File: src/verilog/bipp_pkg.sv
// Constants shared by the bidirectional I/O port block
package bipp_pkg;
   localparam int unsigned BIPP_PORT_W = 8;
   localparam int unsigned BIPP_NUM_PORTS = 4;
   localparam int unsigned BIPP_PIN_W = BIPP_PORT_W * BIPP_NUM_PORTS;
   // Per-port window: port index in haddr[6:5], register offset in haddr[4:0]
   localparam int unsigned BIPP_OFS_W = 5;
   localparam int unsigned BIPP_PSEL_LSB = 5;
   localparam int unsigned BIPP_PSEL_W = 2;
   localparam logic [4:0] BIPP_OFS_INPUT = 5'h00;
   localparam logic [4:0] BIPP_OFS_DIR = 5'h04;
   localparam logic [4:0] BIPP_OFS_OUT = 5'h08;
   localparam logic [4:0] BIPP_OFS_DIR_SET = 5'h0C;
   localparam logic [4:0] BIPP_OFS_DIR_CLR = 5'h10;
   localparam logic [4:0] BIPP_OFS_OUT_SET = 5'h14;
   localparam logic [4:0] BIPP_OFS_OUT_CLR = 5'h18;
   localparam logic [4:0] BIPP_OFS_OUT_TGL = 5'h1C;
   localparam logic [31:0] BIPP_ADDR_SFR = 32'h0000_0080;
   localparam logic [31:0] BIPP_ADDR_PULL_STAT = 32'h0000_0084;
   localparam logic [31:0] BIPP_ADDR_DRIVE_STAT = 32'h0000_0088;
   localparam logic [24:0] BIPP_PORT_REGION_HI = 25'h000_0000;
   localparam int unsigned BIPP_PUD_BIT = 2;
   localparam logic [7:0] BIPP_DIR_RST = 8'h00;
   localparam logic [7:0] BIPP_OUT_RST = 8'h00;
   localparam logic BIPP_PUD_RST = 1'b0;
   localparam logic [1:0] BIPP_HTRANS_NONSEQ = 2'h2;
   localparam logic [1:0] BIPP_HRESP_OKAY = 2'h0;
endpackage

File: src/verilog/bipp_top.sv
// AHB-Lite register front end and port logic of the bidirectional I/O ports
//
// The AHB-Lite slave port and the register addresses were left to the implementer.
`timescale 1ns/1ns
module bipp_top
   import bipp_pkg::*;
(
   input wire logic clk,
   input wire logic reset,
   input wire logic hsel,
   input wire logic [31:0] haddr,
   input wire logic [1:0] htrans,
   input wire logic hwrite,
   input wire logic [2:0] hsize,
   input wire logic [31:0] hwdata,
   input wire logic hready,
   output logic hreadyout,
   output logic [1:0] hresp,
   output logic [31:0] hrdata,
   input wire logic [BIPP_PIN_W-1:0] pin_in,
   output logic [BIPP_PIN_W-1:0] pin_out,
   output logic [BIPP_PIN_W-1:0] pin_oe_n,
   output logic [BIPP_PIN_W-1:0] pin_pullup,
   input wire logic sleep_deep,
   input wire logic [BIPP_PIN_W-1:0] ext_int_enable
);
   logic wr_pend_q;
   logic [31:0] waddr_q;
   logic [BIPP_PIN_W-1:0] dir_q;
   logic [BIPP_PIN_W-1:0] dir_d;
   logic [BIPP_PIN_W-1:0] out_q;
   logic [BIPP_PIN_W-1:0] out_d;
   logic pud_q;
   logic pud_d;
   logic [BIPP_PIN_W-1:0] pin_input_bit;
   logic [BIPP_PIN_W-1:0] clamp;
   logic [31:0] hrdata_q;
   logic hreadyout_q;
   logic [1:0] hresp_q;

   wire addr_phase = hsel && htrans == BIPP_HTRANS_NONSEQ && hready;
   wire rd_take = addr_phase && !hwrite;
   wire wr_take = addr_phase && hwrite;

   // Write decode on the held data-phase address
   wire w_in_ports = wr_pend_q && waddr_q[31:7] == BIPP_PORT_REGION_HI;
   wire [BIPP_PSEL_W-1:0] w_port = waddr_q[BIPP_PSEL_LSB +: BIPP_PSEL_W];
   wire [BIPP_OFS_W-1:0] w_ofs = waddr_q[BIPP_OFS_W-1:0];
   wire w_sfr = wr_pend_q && waddr_q == BIPP_ADDR_SFR;
   wire [BIPP_PORT_W-1:0] wbyte = hwdata[BIPP_PORT_W-1:0];

   // Read decode on the live address phase
   wire r_in_ports = haddr[31:7] == BIPP_PORT_REGION_HI;
   wire [BIPP_PSEL_W-1:0] r_port = haddr[BIPP_PSEL_LSB +: BIPP_PSEL_W];
   wire [BIPP_OFS_W-1:0] r_ofs = haddr[BIPP_OFS_W-1:0];

   always_ff @(posedge clk) begin
      if (reset) begin
         wr_pend_q <= 1'b0;
         waddr_q <= '0;
      end else begin
         wr_pend_q <= wr_take;
         waddr_q <= wr_take ? haddr : waddr_q;
      end
   end

   // Every port takes its write value from the same low byte of the write data, hwdata[7:0]
   genvar p;
   generate
      for (p = 0; p < BIPP_NUM_PORTS; p++) begin : g_port
         wire hit = w_in_ports && w_port == BIPP_PSEL_W'(p);
         wire [BIPP_PORT_W-1:0] dcur = dir_q[p*BIPP_PORT_W +: BIPP_PORT_W];
         wire [BIPP_PORT_W-1:0] ocur = out_q[p*BIPP_PORT_W +: BIPP_PORT_W];
         wire [BIPP_PORT_W-1:0] dnew =
            (hit && w_ofs == BIPP_OFS_DIR) ? wbyte :
            (hit && w_ofs == BIPP_OFS_DIR_SET) ? (dcur | wbyte) :
            (hit && w_ofs == BIPP_OFS_DIR_CLR) ? (dcur & ~wbyte) : dcur;
         wire [BIPP_PORT_W-1:0] onew =
            (hit && w_ofs == BIPP_OFS_OUT) ? wbyte :
            (hit && w_ofs == BIPP_OFS_OUT_SET) ? (ocur | wbyte) :
            (hit && w_ofs == BIPP_OFS_OUT_CLR) ? (ocur & ~wbyte) :
            (hit && w_ofs == BIPP_OFS_OUT_TGL) ? (ocur ^ wbyte) : ocur;
         assign dir_d[p*BIPP_PORT_W +: BIPP_PORT_W] = dnew;
         assign out_d[p*BIPP_PORT_W +: BIPP_PORT_W] = onew;
      end
   endgenerate

   assign pud_d = w_sfr ? hwdata[BIPP_PUD_BIT] : pud_q;

   always_ff @(posedge clk) begin
      if (reset) begin
         dir_q <= {BIPP_NUM_PORTS{BIPP_DIR_RST}};
         out_q <= {BIPP_NUM_PORTS{BIPP_OUT_RST}};
         pud_q <= BIPP_PUD_RST;
      end else begin
         dir_q <= dir_d;
         out_q <= out_d;
         pud_q <= pud_d;
      end
   end

   // Direction, output and SFR reads use next values so a read right after a write sees the new setting
   wire [BIPP_PIN_W-1:0] pin_sh = pin_input_bit >> (r_port * BIPP_PORT_W);
   wire [BIPP_PIN_W-1:0] dir_sh = dir_d >> (r_port * BIPP_PORT_W);
   wire [BIPP_PIN_W-1:0] out_sh = out_d >> (r_port * BIPP_PORT_W);
   wire [BIPP_PORT_W-1:0] r_dir = dir_sh[BIPP_PORT_W-1:0];
   wire [BIPP_PORT_W-1:0] r_out = out_sh[BIPP_PORT_W-1:0];
   wire [BIPP_PORT_W-1:0] r_pin = pin_sh[BIPP_PORT_W-1:0];
   wire [31:0] rdata =
      (r_in_ports && r_ofs == BIPP_OFS_INPUT) ? {24'h000000, r_pin} :
      (r_in_ports && r_ofs == BIPP_OFS_DIR) ? {24'h000000, r_dir} :
      (r_in_ports && r_ofs == BIPP_OFS_OUT) ? {24'h000000, r_out} :
      (haddr == BIPP_ADDR_SFR) ? (32'(pud_d) << BIPP_PUD_BIT) :
      (haddr == BIPP_ADDR_PULL_STAT) ? pin_pullup :
      (haddr == BIPP_ADDR_DRIVE_STAT) ? ~pin_oe_n : 32'h0000_0000;

   always_ff @(posedge clk) begin
      if (reset) begin
         hrdata_q <= 32'h0000_0000;
         hreadyout_q <= 1'b1;
         hresp_q <= BIPP_HRESP_OKAY;
      end else begin
         hrdata_q <= rd_take ? rdata : 32'h0000_0000;
         hreadyout_q <= 1'b1;
         hresp_q <= BIPP_HRESP_OKAY;
      end
   end

   assign hrdata = hrdata_q;
   assign hreadyout = hreadyout_q;
   assign hresp = hresp_q;

   // In deep sleep the input of every pin without ext_int_enable is clamped low; pins with it stay live
   assign clamp = {BIPP_PIN_W{sleep_deep}} & ~ext_int_enable;

   bipp_sync u_sync (
      .clk(clk),
      .reset(reset),
      .pin_raw(pin_in),
      .clamp(clamp),
      .pin_input_bit(pin_input_bit)
   );

   // Pads load the next values so a write reaches the pin at its own edge
   bipp_pad u_pad (
      .clk(clk),
      .reset(reset),
      .dir_d(dir_d),
      .out_d(out_d),
      .pud_d(pud_d),
      .pin_out_q(pin_out),
      .pin_oe_n_q(pin_oe_n),
      .pin_pullup_q(pin_pullup)
   );
endmodule

File: src/verilog/bipp_sync.sv
// Two-stage pin input synchronizer with sleep clamp
`timescale 1ns/1ns
module bipp_sync
   import bipp_pkg::*;
(
   input wire logic clk,
   input wire logic reset,
   input wire logic [BIPP_PIN_W-1:0] pin_raw,
   input wire logic [BIPP_PIN_W-1:0] clamp,
   output logic [BIPP_PIN_W-1:0] pin_input_bit
);
   logic [BIPP_PIN_W-1:0] gated;
   logic [BIPP_PIN_W-1:0] latch_q;
   logic [BIPP_PIN_W-1:0] sync_q;

   // Clamp to ground ahead of the synchronizer so a floating pad cannot toggle it
   assign gated = pin_raw & ~clamp;

   // Holds the level present when clk falls, as a latch open during clk high would
   always_ff @(negedge clk) begin
      if (reset) begin
         latch_q <= '0;
      end else begin
         latch_q <= gated;
      end
   end

   always_ff @(posedge clk) begin
      if (reset) begin
         sync_q <= '0;
      end else begin
         sync_q <= latch_q;
      end
   end

   assign pin_input_bit = sync_q;
endmodule

File: src/verilog/bipp_pad.sv
// Pad drive and pull-up flops, tri-stated asynchronously by reset
`timescale 1ns/1ns
module bipp_pad
   import bipp_pkg::*;
(
   input wire logic clk,
   input wire logic reset,
   input wire logic [BIPP_PIN_W-1:0] dir_d,
   input wire logic [BIPP_PIN_W-1:0] out_d,
   input wire logic pud_d,
   output logic [BIPP_PIN_W-1:0] pin_out_q,
   output logic [BIPP_PIN_W-1:0] pin_oe_n_q,
   output logic [BIPP_PIN_W-1:0] pin_pullup_q
);
   logic [BIPP_PIN_W-1:0] pull_d;

   assign pull_d = ~dir_d & out_d & {BIPP_PIN_W{~pud_d}};

   // Asynchronous here only: pads must release even with the clock stopped
   always_ff @(posedge clk or posedge reset) begin
      if (reset) begin
         pin_oe_n_q <= '1;
         pin_out_q <= '0;
         pin_pullup_q <= '0;
      end else begin
         pin_oe_n_q <= ~dir_d;
         pin_out_q <= out_d;
         pin_pullup_q <= pull_d;
      end
   end
endmodule

File: config.mk
export PLATFORM = sky130hd
export DESIGN_NAME = bipp_top
export DESIGN_NICKNAME = d
export VERILOG_FILES = /design/src/verilog/bipp_pkg.sv /design/src/verilog/bipp_top.sv /design/src/verilog/bipp_sync.sv /design/src/verilog/bipp_pad.sv
export SDC_FILE = /design/constraint.sdc
export NUM_CORES = 1
export LEC_CHECK = 0
export BUFFER_PORTS_ARGS = -buffer_cell sky130_fd_sc_hd__buf_2
export CORE_AREA = 2 2 205 147
export DETAILED_ROUTE_END_ITERATION = 10
export DIE_AREA = 0 0 207 149
export PLACE_DENSITY = 0.75
export SYNTH_ARGS = -nofsm -noshare
export SYNTH_HDL_FRONTEND = slang
export SYNTH_SLANG_ARGS = --single-unit
File: constraint.sdc
create_clock -name clk -period 6.1 [get_ports clk]
set_clock_uncertainty 0.15 [all_clocks]
set_input_delay 1.525 -clock clk [delete_from_list [all_inputs] [get_ports clk]]
set_output_delay 1.525 -clock clk [all_outputs]
set_load 0.02 [all_outputs]
* Word level (Yosys, flattened, before mapping)
Index checks and enable logic that the tools add are counted.
** Word-level totals
- Register bits after elaboration :: 290
- Output and inout bits :: 131
- Word-level logic and storage cells :: 146
** Cells by class
- Equal/unequal tests :: 17
- Shift operators :: 3
- Muxes and demuxes :: 35
- Bitwise gates (word level) :: 31
- Reduce and logical (&&, ||, !) cells :: 48
** Operators with widths (count)
- $mux W8 :: 32
- $and A32 B32 Y32 :: 4
- $eq A32 B8 Y1 const B :: 4
- $not A32 Y32 :: 4
- $shr A32 B5 Y8 :: 3
- $and A8 B8 Y8 :: 8
- $mux W32 :: 2
- $or A8 B8 Y8 :: 8
- $logic_not A25 Y1 :: 2
- $logic_and A1 B1 Y1 :: 41
- $xor A8 B8 Y8 :: 4
- $eq A5 B5 Y1 const B :: 4
- $eq A5 B4 Y1 const B :: 3
- $eq A5 B3 Y1 const B :: 2
- $not A8 Y8 :: 1
- $eq A2 B2 Y1 const B :: 3
- $reduce_or A6 Y1 :: 1
- $logic_not A5 Y1 :: 1
- $eq A2 B1 Y1 const B :: 1
- $logic_not A2 Y1 :: 1
- $not A1 Y1 :: 2
- $reduce_or A2 Y1 :: 1
- $logic_not A1 Y1 :: 1
- $mux W1 :: 1

* Longest topological paths before layout
- Depth in word-level cells :: 12
- Depth in mapped cells :: 12

* Cells and area by module
A second synthesis with hierarchy kept.
** Second synthesis, totals
- Cells, all modules :: 1443
- Area total of the unflattened synthesis :: 13859.5 µm²
** Modules (own cells, without submodules)
- bipp_top :: instances 1, cells an instance 1143, area each 8917.3 µm²
- bipp_pad :: instances 1, cells an instance 164, area each 2990.4 µm²
- bipp_sync :: instances 1, cells an instance 136, area each 1951.9 µm²

==> impl_metrics.csv <==
group,metric,value,unit
layout,finalInstanceArea,16100,µm²
worst_setup_path,cp_cell_sequence,"buf_2, nand2b_1, and3_1",
sta,setup_viol,0,
logic_synthesis,syn_avg_cell_area,9.08,µm²
sta,slew_viol_final,0,
clock_tree,cts_buffers,28,
routing,wl_per_cell,22.1,µm
layout,layout.cells.non_filler,2119,
floorplanning,start_util,45.9,%
logic_synthesis,netlist_top_cells_area,"dfxtp_1 29%, dfrtp_1 12%, dfstp_2 6.3%",
routing,wirelength,46.7,mm
floorplanning,fp-row-count,53,
layout,drive_gt1_share,22.5,%
clock_tree,clkTransAtPathRegs,0.06,ns
floorplanning,die_area,30800,µm²
placement,place_congestion,0.993,
worst_setup_path,max_stage_delay,0.42,ns
layout,layout.nets,1913,
logic_synthesis,ys_async_sr_fraction,33.1,%
logic_synthesis,syn_area,13400,µm²
logic_synthesis,synth.largest_area_cell,"dfxtp_1",
layout,layout_common_cells,"238 x buf_2, 194 x dfxtp_1, 162 x nor2_1, 125 x inv_1, 123 x nand2_1",
global_routing,first_global_vias,11800,
global_routing,grt_start_max_net_pins,70,
run,max-cap-violations,0,
worst_setup_path,path_class,"in2reg",
floorplanning,core-area,29200,µm²
clock_tree,clkLatencyLatePin,0.63,ns
clock_tree,cts_resized,0,
min_path,hold-path-cell-count,2,
global_routing,overflow,0,
logic_synthesis,synth_cells,1475,
logic_synthesis,synth_top_area_share,29.0,%
floorplanning,ios,270,
routing,drc_errors,0,
logic_synthesis,synth_warnings,0,
sta,setup-tns-final,0,ns
layout,final_common_cell,"buf_2",
layout,fin_util,55.1,%
worst_setup_path,critPathSlowestCell,"buf_2",
placement,pre_cts_slack,0.509,ns
status,status,"complete, no violations",
min_path,hp-class,"reg2reg",
logic_synthesis,ys_seq_area_share,47.3,%
floorplanning,dieHeight,149,µm
placement,numPortBuffers,239,
clock_tree,cts_max_path_buffers,3,
clock_tree,hold_buffers,0,
placement,numPlacedInstances,2034,
sta,relSlewSlack,17.9,%
worst_setup_path,reg2regPathDepth,8,
sta,finalHoldViolCount,0,
sta,rsz0062_at_grt,"false",
clock_tree,post_cts_buffers,0,
pwr,ir_worst_vdd,0.273,mV
routing,ant_nets,0,
logic_synthesis,ys_ff_latch,290,
layout,area_growth,20.1,%
sta,setup_ws,1.15,ns
logic_synthesis,synth_enable_flop_cells,0,
worst_setup_path,path_max_fanout,32,
pwr,power.density,256,nW/µm²
logic_synthesis,synthFlopType,"dfxtp_1",
floorplanning,die_w,207,µm
worst_setup_path,crit_arrival,2.26,ns
global_routing,grt.total_usage,29.7,%
routing,drt-initial-drc-count,1304,
routing,via_count,12500,
worst_setup_path,required,3.40,ns
sta,worst_slew_pin_slew,1.21,ns
global_routing,antenna_found_initial,4,
worst_setup_path,crit_path_end_kind,"flip-flop",
routing,viasPerCell,5.88,
placement,placed_cell_area,14900,µm²
clock_tree,cts_tree,"built",
clock_tree,root_buffer,"clkbuf_16",
clock_tree,cts_sinks,290,
routing,firstDrtPassIters,5,
pwr,p_leak,7.35,nW
logic_synthesis,synth_cell_type_count,86,
placement,place_hpwl,32.9,mm
global_routing,grt_pass1_wl,70.4,mm
worst_setup_path,start_kind,"input pin",
clock_tree,htree_levels,1,
routing by layer:
| layer | GRT usage [%] | up-vias | wire length, µm |
|---|---|---|---|
| li1 | - | 5640 | - |
| met1 | 41.5 | 5987 | 19700 |
| met2 | 45.0 | 718 | 20000 |
| met3 | 7.54 | 119 | 5480 |
| met4 | 10.1 | 0 | 1610 |
| met5 | 0 | - | 0 |
final cells by class:
class	count	area [µm²]
Sequential cell	290	6330
Tap cell	385	482
Timing Repair Buffer	268	1420
Multi-Input combinational cell	994	6340
Clock inverter	46	268
Inverter	96	363
Clock buffer	38	875
Fill cell	2638	13100
Antenna cell	2	5.00
cell usage after synthesis, drive strengths merged, types with 10 or more instances:
master and number:
inv 96, o221ai 22, nor3 42, clkbuf 83, nor2b 35, a211oi 12, a21oi 123, nand2 124
and3 53, nor2 163, dfstp 32, mux4 12, and2 10, mux2i 10, dfxtp 194, o22ai 17
nand2b 36, buf 12, a22oi 11, dfrtp 64, o21ai 43, or3 10, nand3 21, nor4 16
ha 64, a2bb2oi 11, nand4 13
cells by family (layout without fill, tap and decap cells):
kind of cell               after synthesis  after routing  share of synthesized area (%)
AOI/OAI and AO/OA                      345            345                           17.2
DFF                                    290            290                           47.3
and+or+nand+nor                        556            556                           20.9
adders and majority gates               64             64                           5.98
other                                    2              5                         0.0561
buffers and inverters                  192            448                           5.49
muxes                                   26             26                           3.10
registers in the layout (all words and copies together) (netlist names):
name and flops:
out_q 32, u_pad.pin_pullup_q 32, u_pad.pin_oe_n_q 32, pud_q 1
waddr_q 32, hrdata 32, u_pad.pin_out_q 32, wr_pend_q 1
u_sync.latch_q 32, u_sync.pin_input_bit 32, dir_q 32
final timing paths:
| path | to | from | slack (ns) |
|---|---|---|---|
| hold reg to reg | waddr_q[18] | waddr_q[18] | 0.31 |
| min in group asynchronous | u_pad.pin_out_q[4] | reset | 1.18 |
| max in group asynchronous | u_pad.pin_out_q[21] | reset | 3.99 |
| setup reg to reg | hrdata[6] | waddr_q[8] | 2.10 |
| hold / removal | waddr_q[18] | waddr_q[18] | 0.31 |
| setup / recovery | u_sync.latch_q[3] | sleep_deep | 1.15 |
per-stage QoR:
stage | power [mW] | hold slack [ns]
after floorplan | 2.14 | 0.286
after global placement | 2.23 | 0.293
after detailed placement | 2.23 | 0.297
after CTS | 4.13 | 0.306
after global routing | 4.24 | 0.330
final | 4.11 | 0.308
report_power, final:
group,internal (mW),switching (mW)
sequential,1.93,0.00979
clock,1.09,0.850
combinational,0.0801,0.149
total,3.10,1.01
worst max-delay path, delay by kind of cell:
kind / cells / cell delay (ns)
buffers and inverters: 1 / 0.42
and+or+nand+nor: 2 / 0.31
Note: power is estimated with default switching activity, not from simulation.
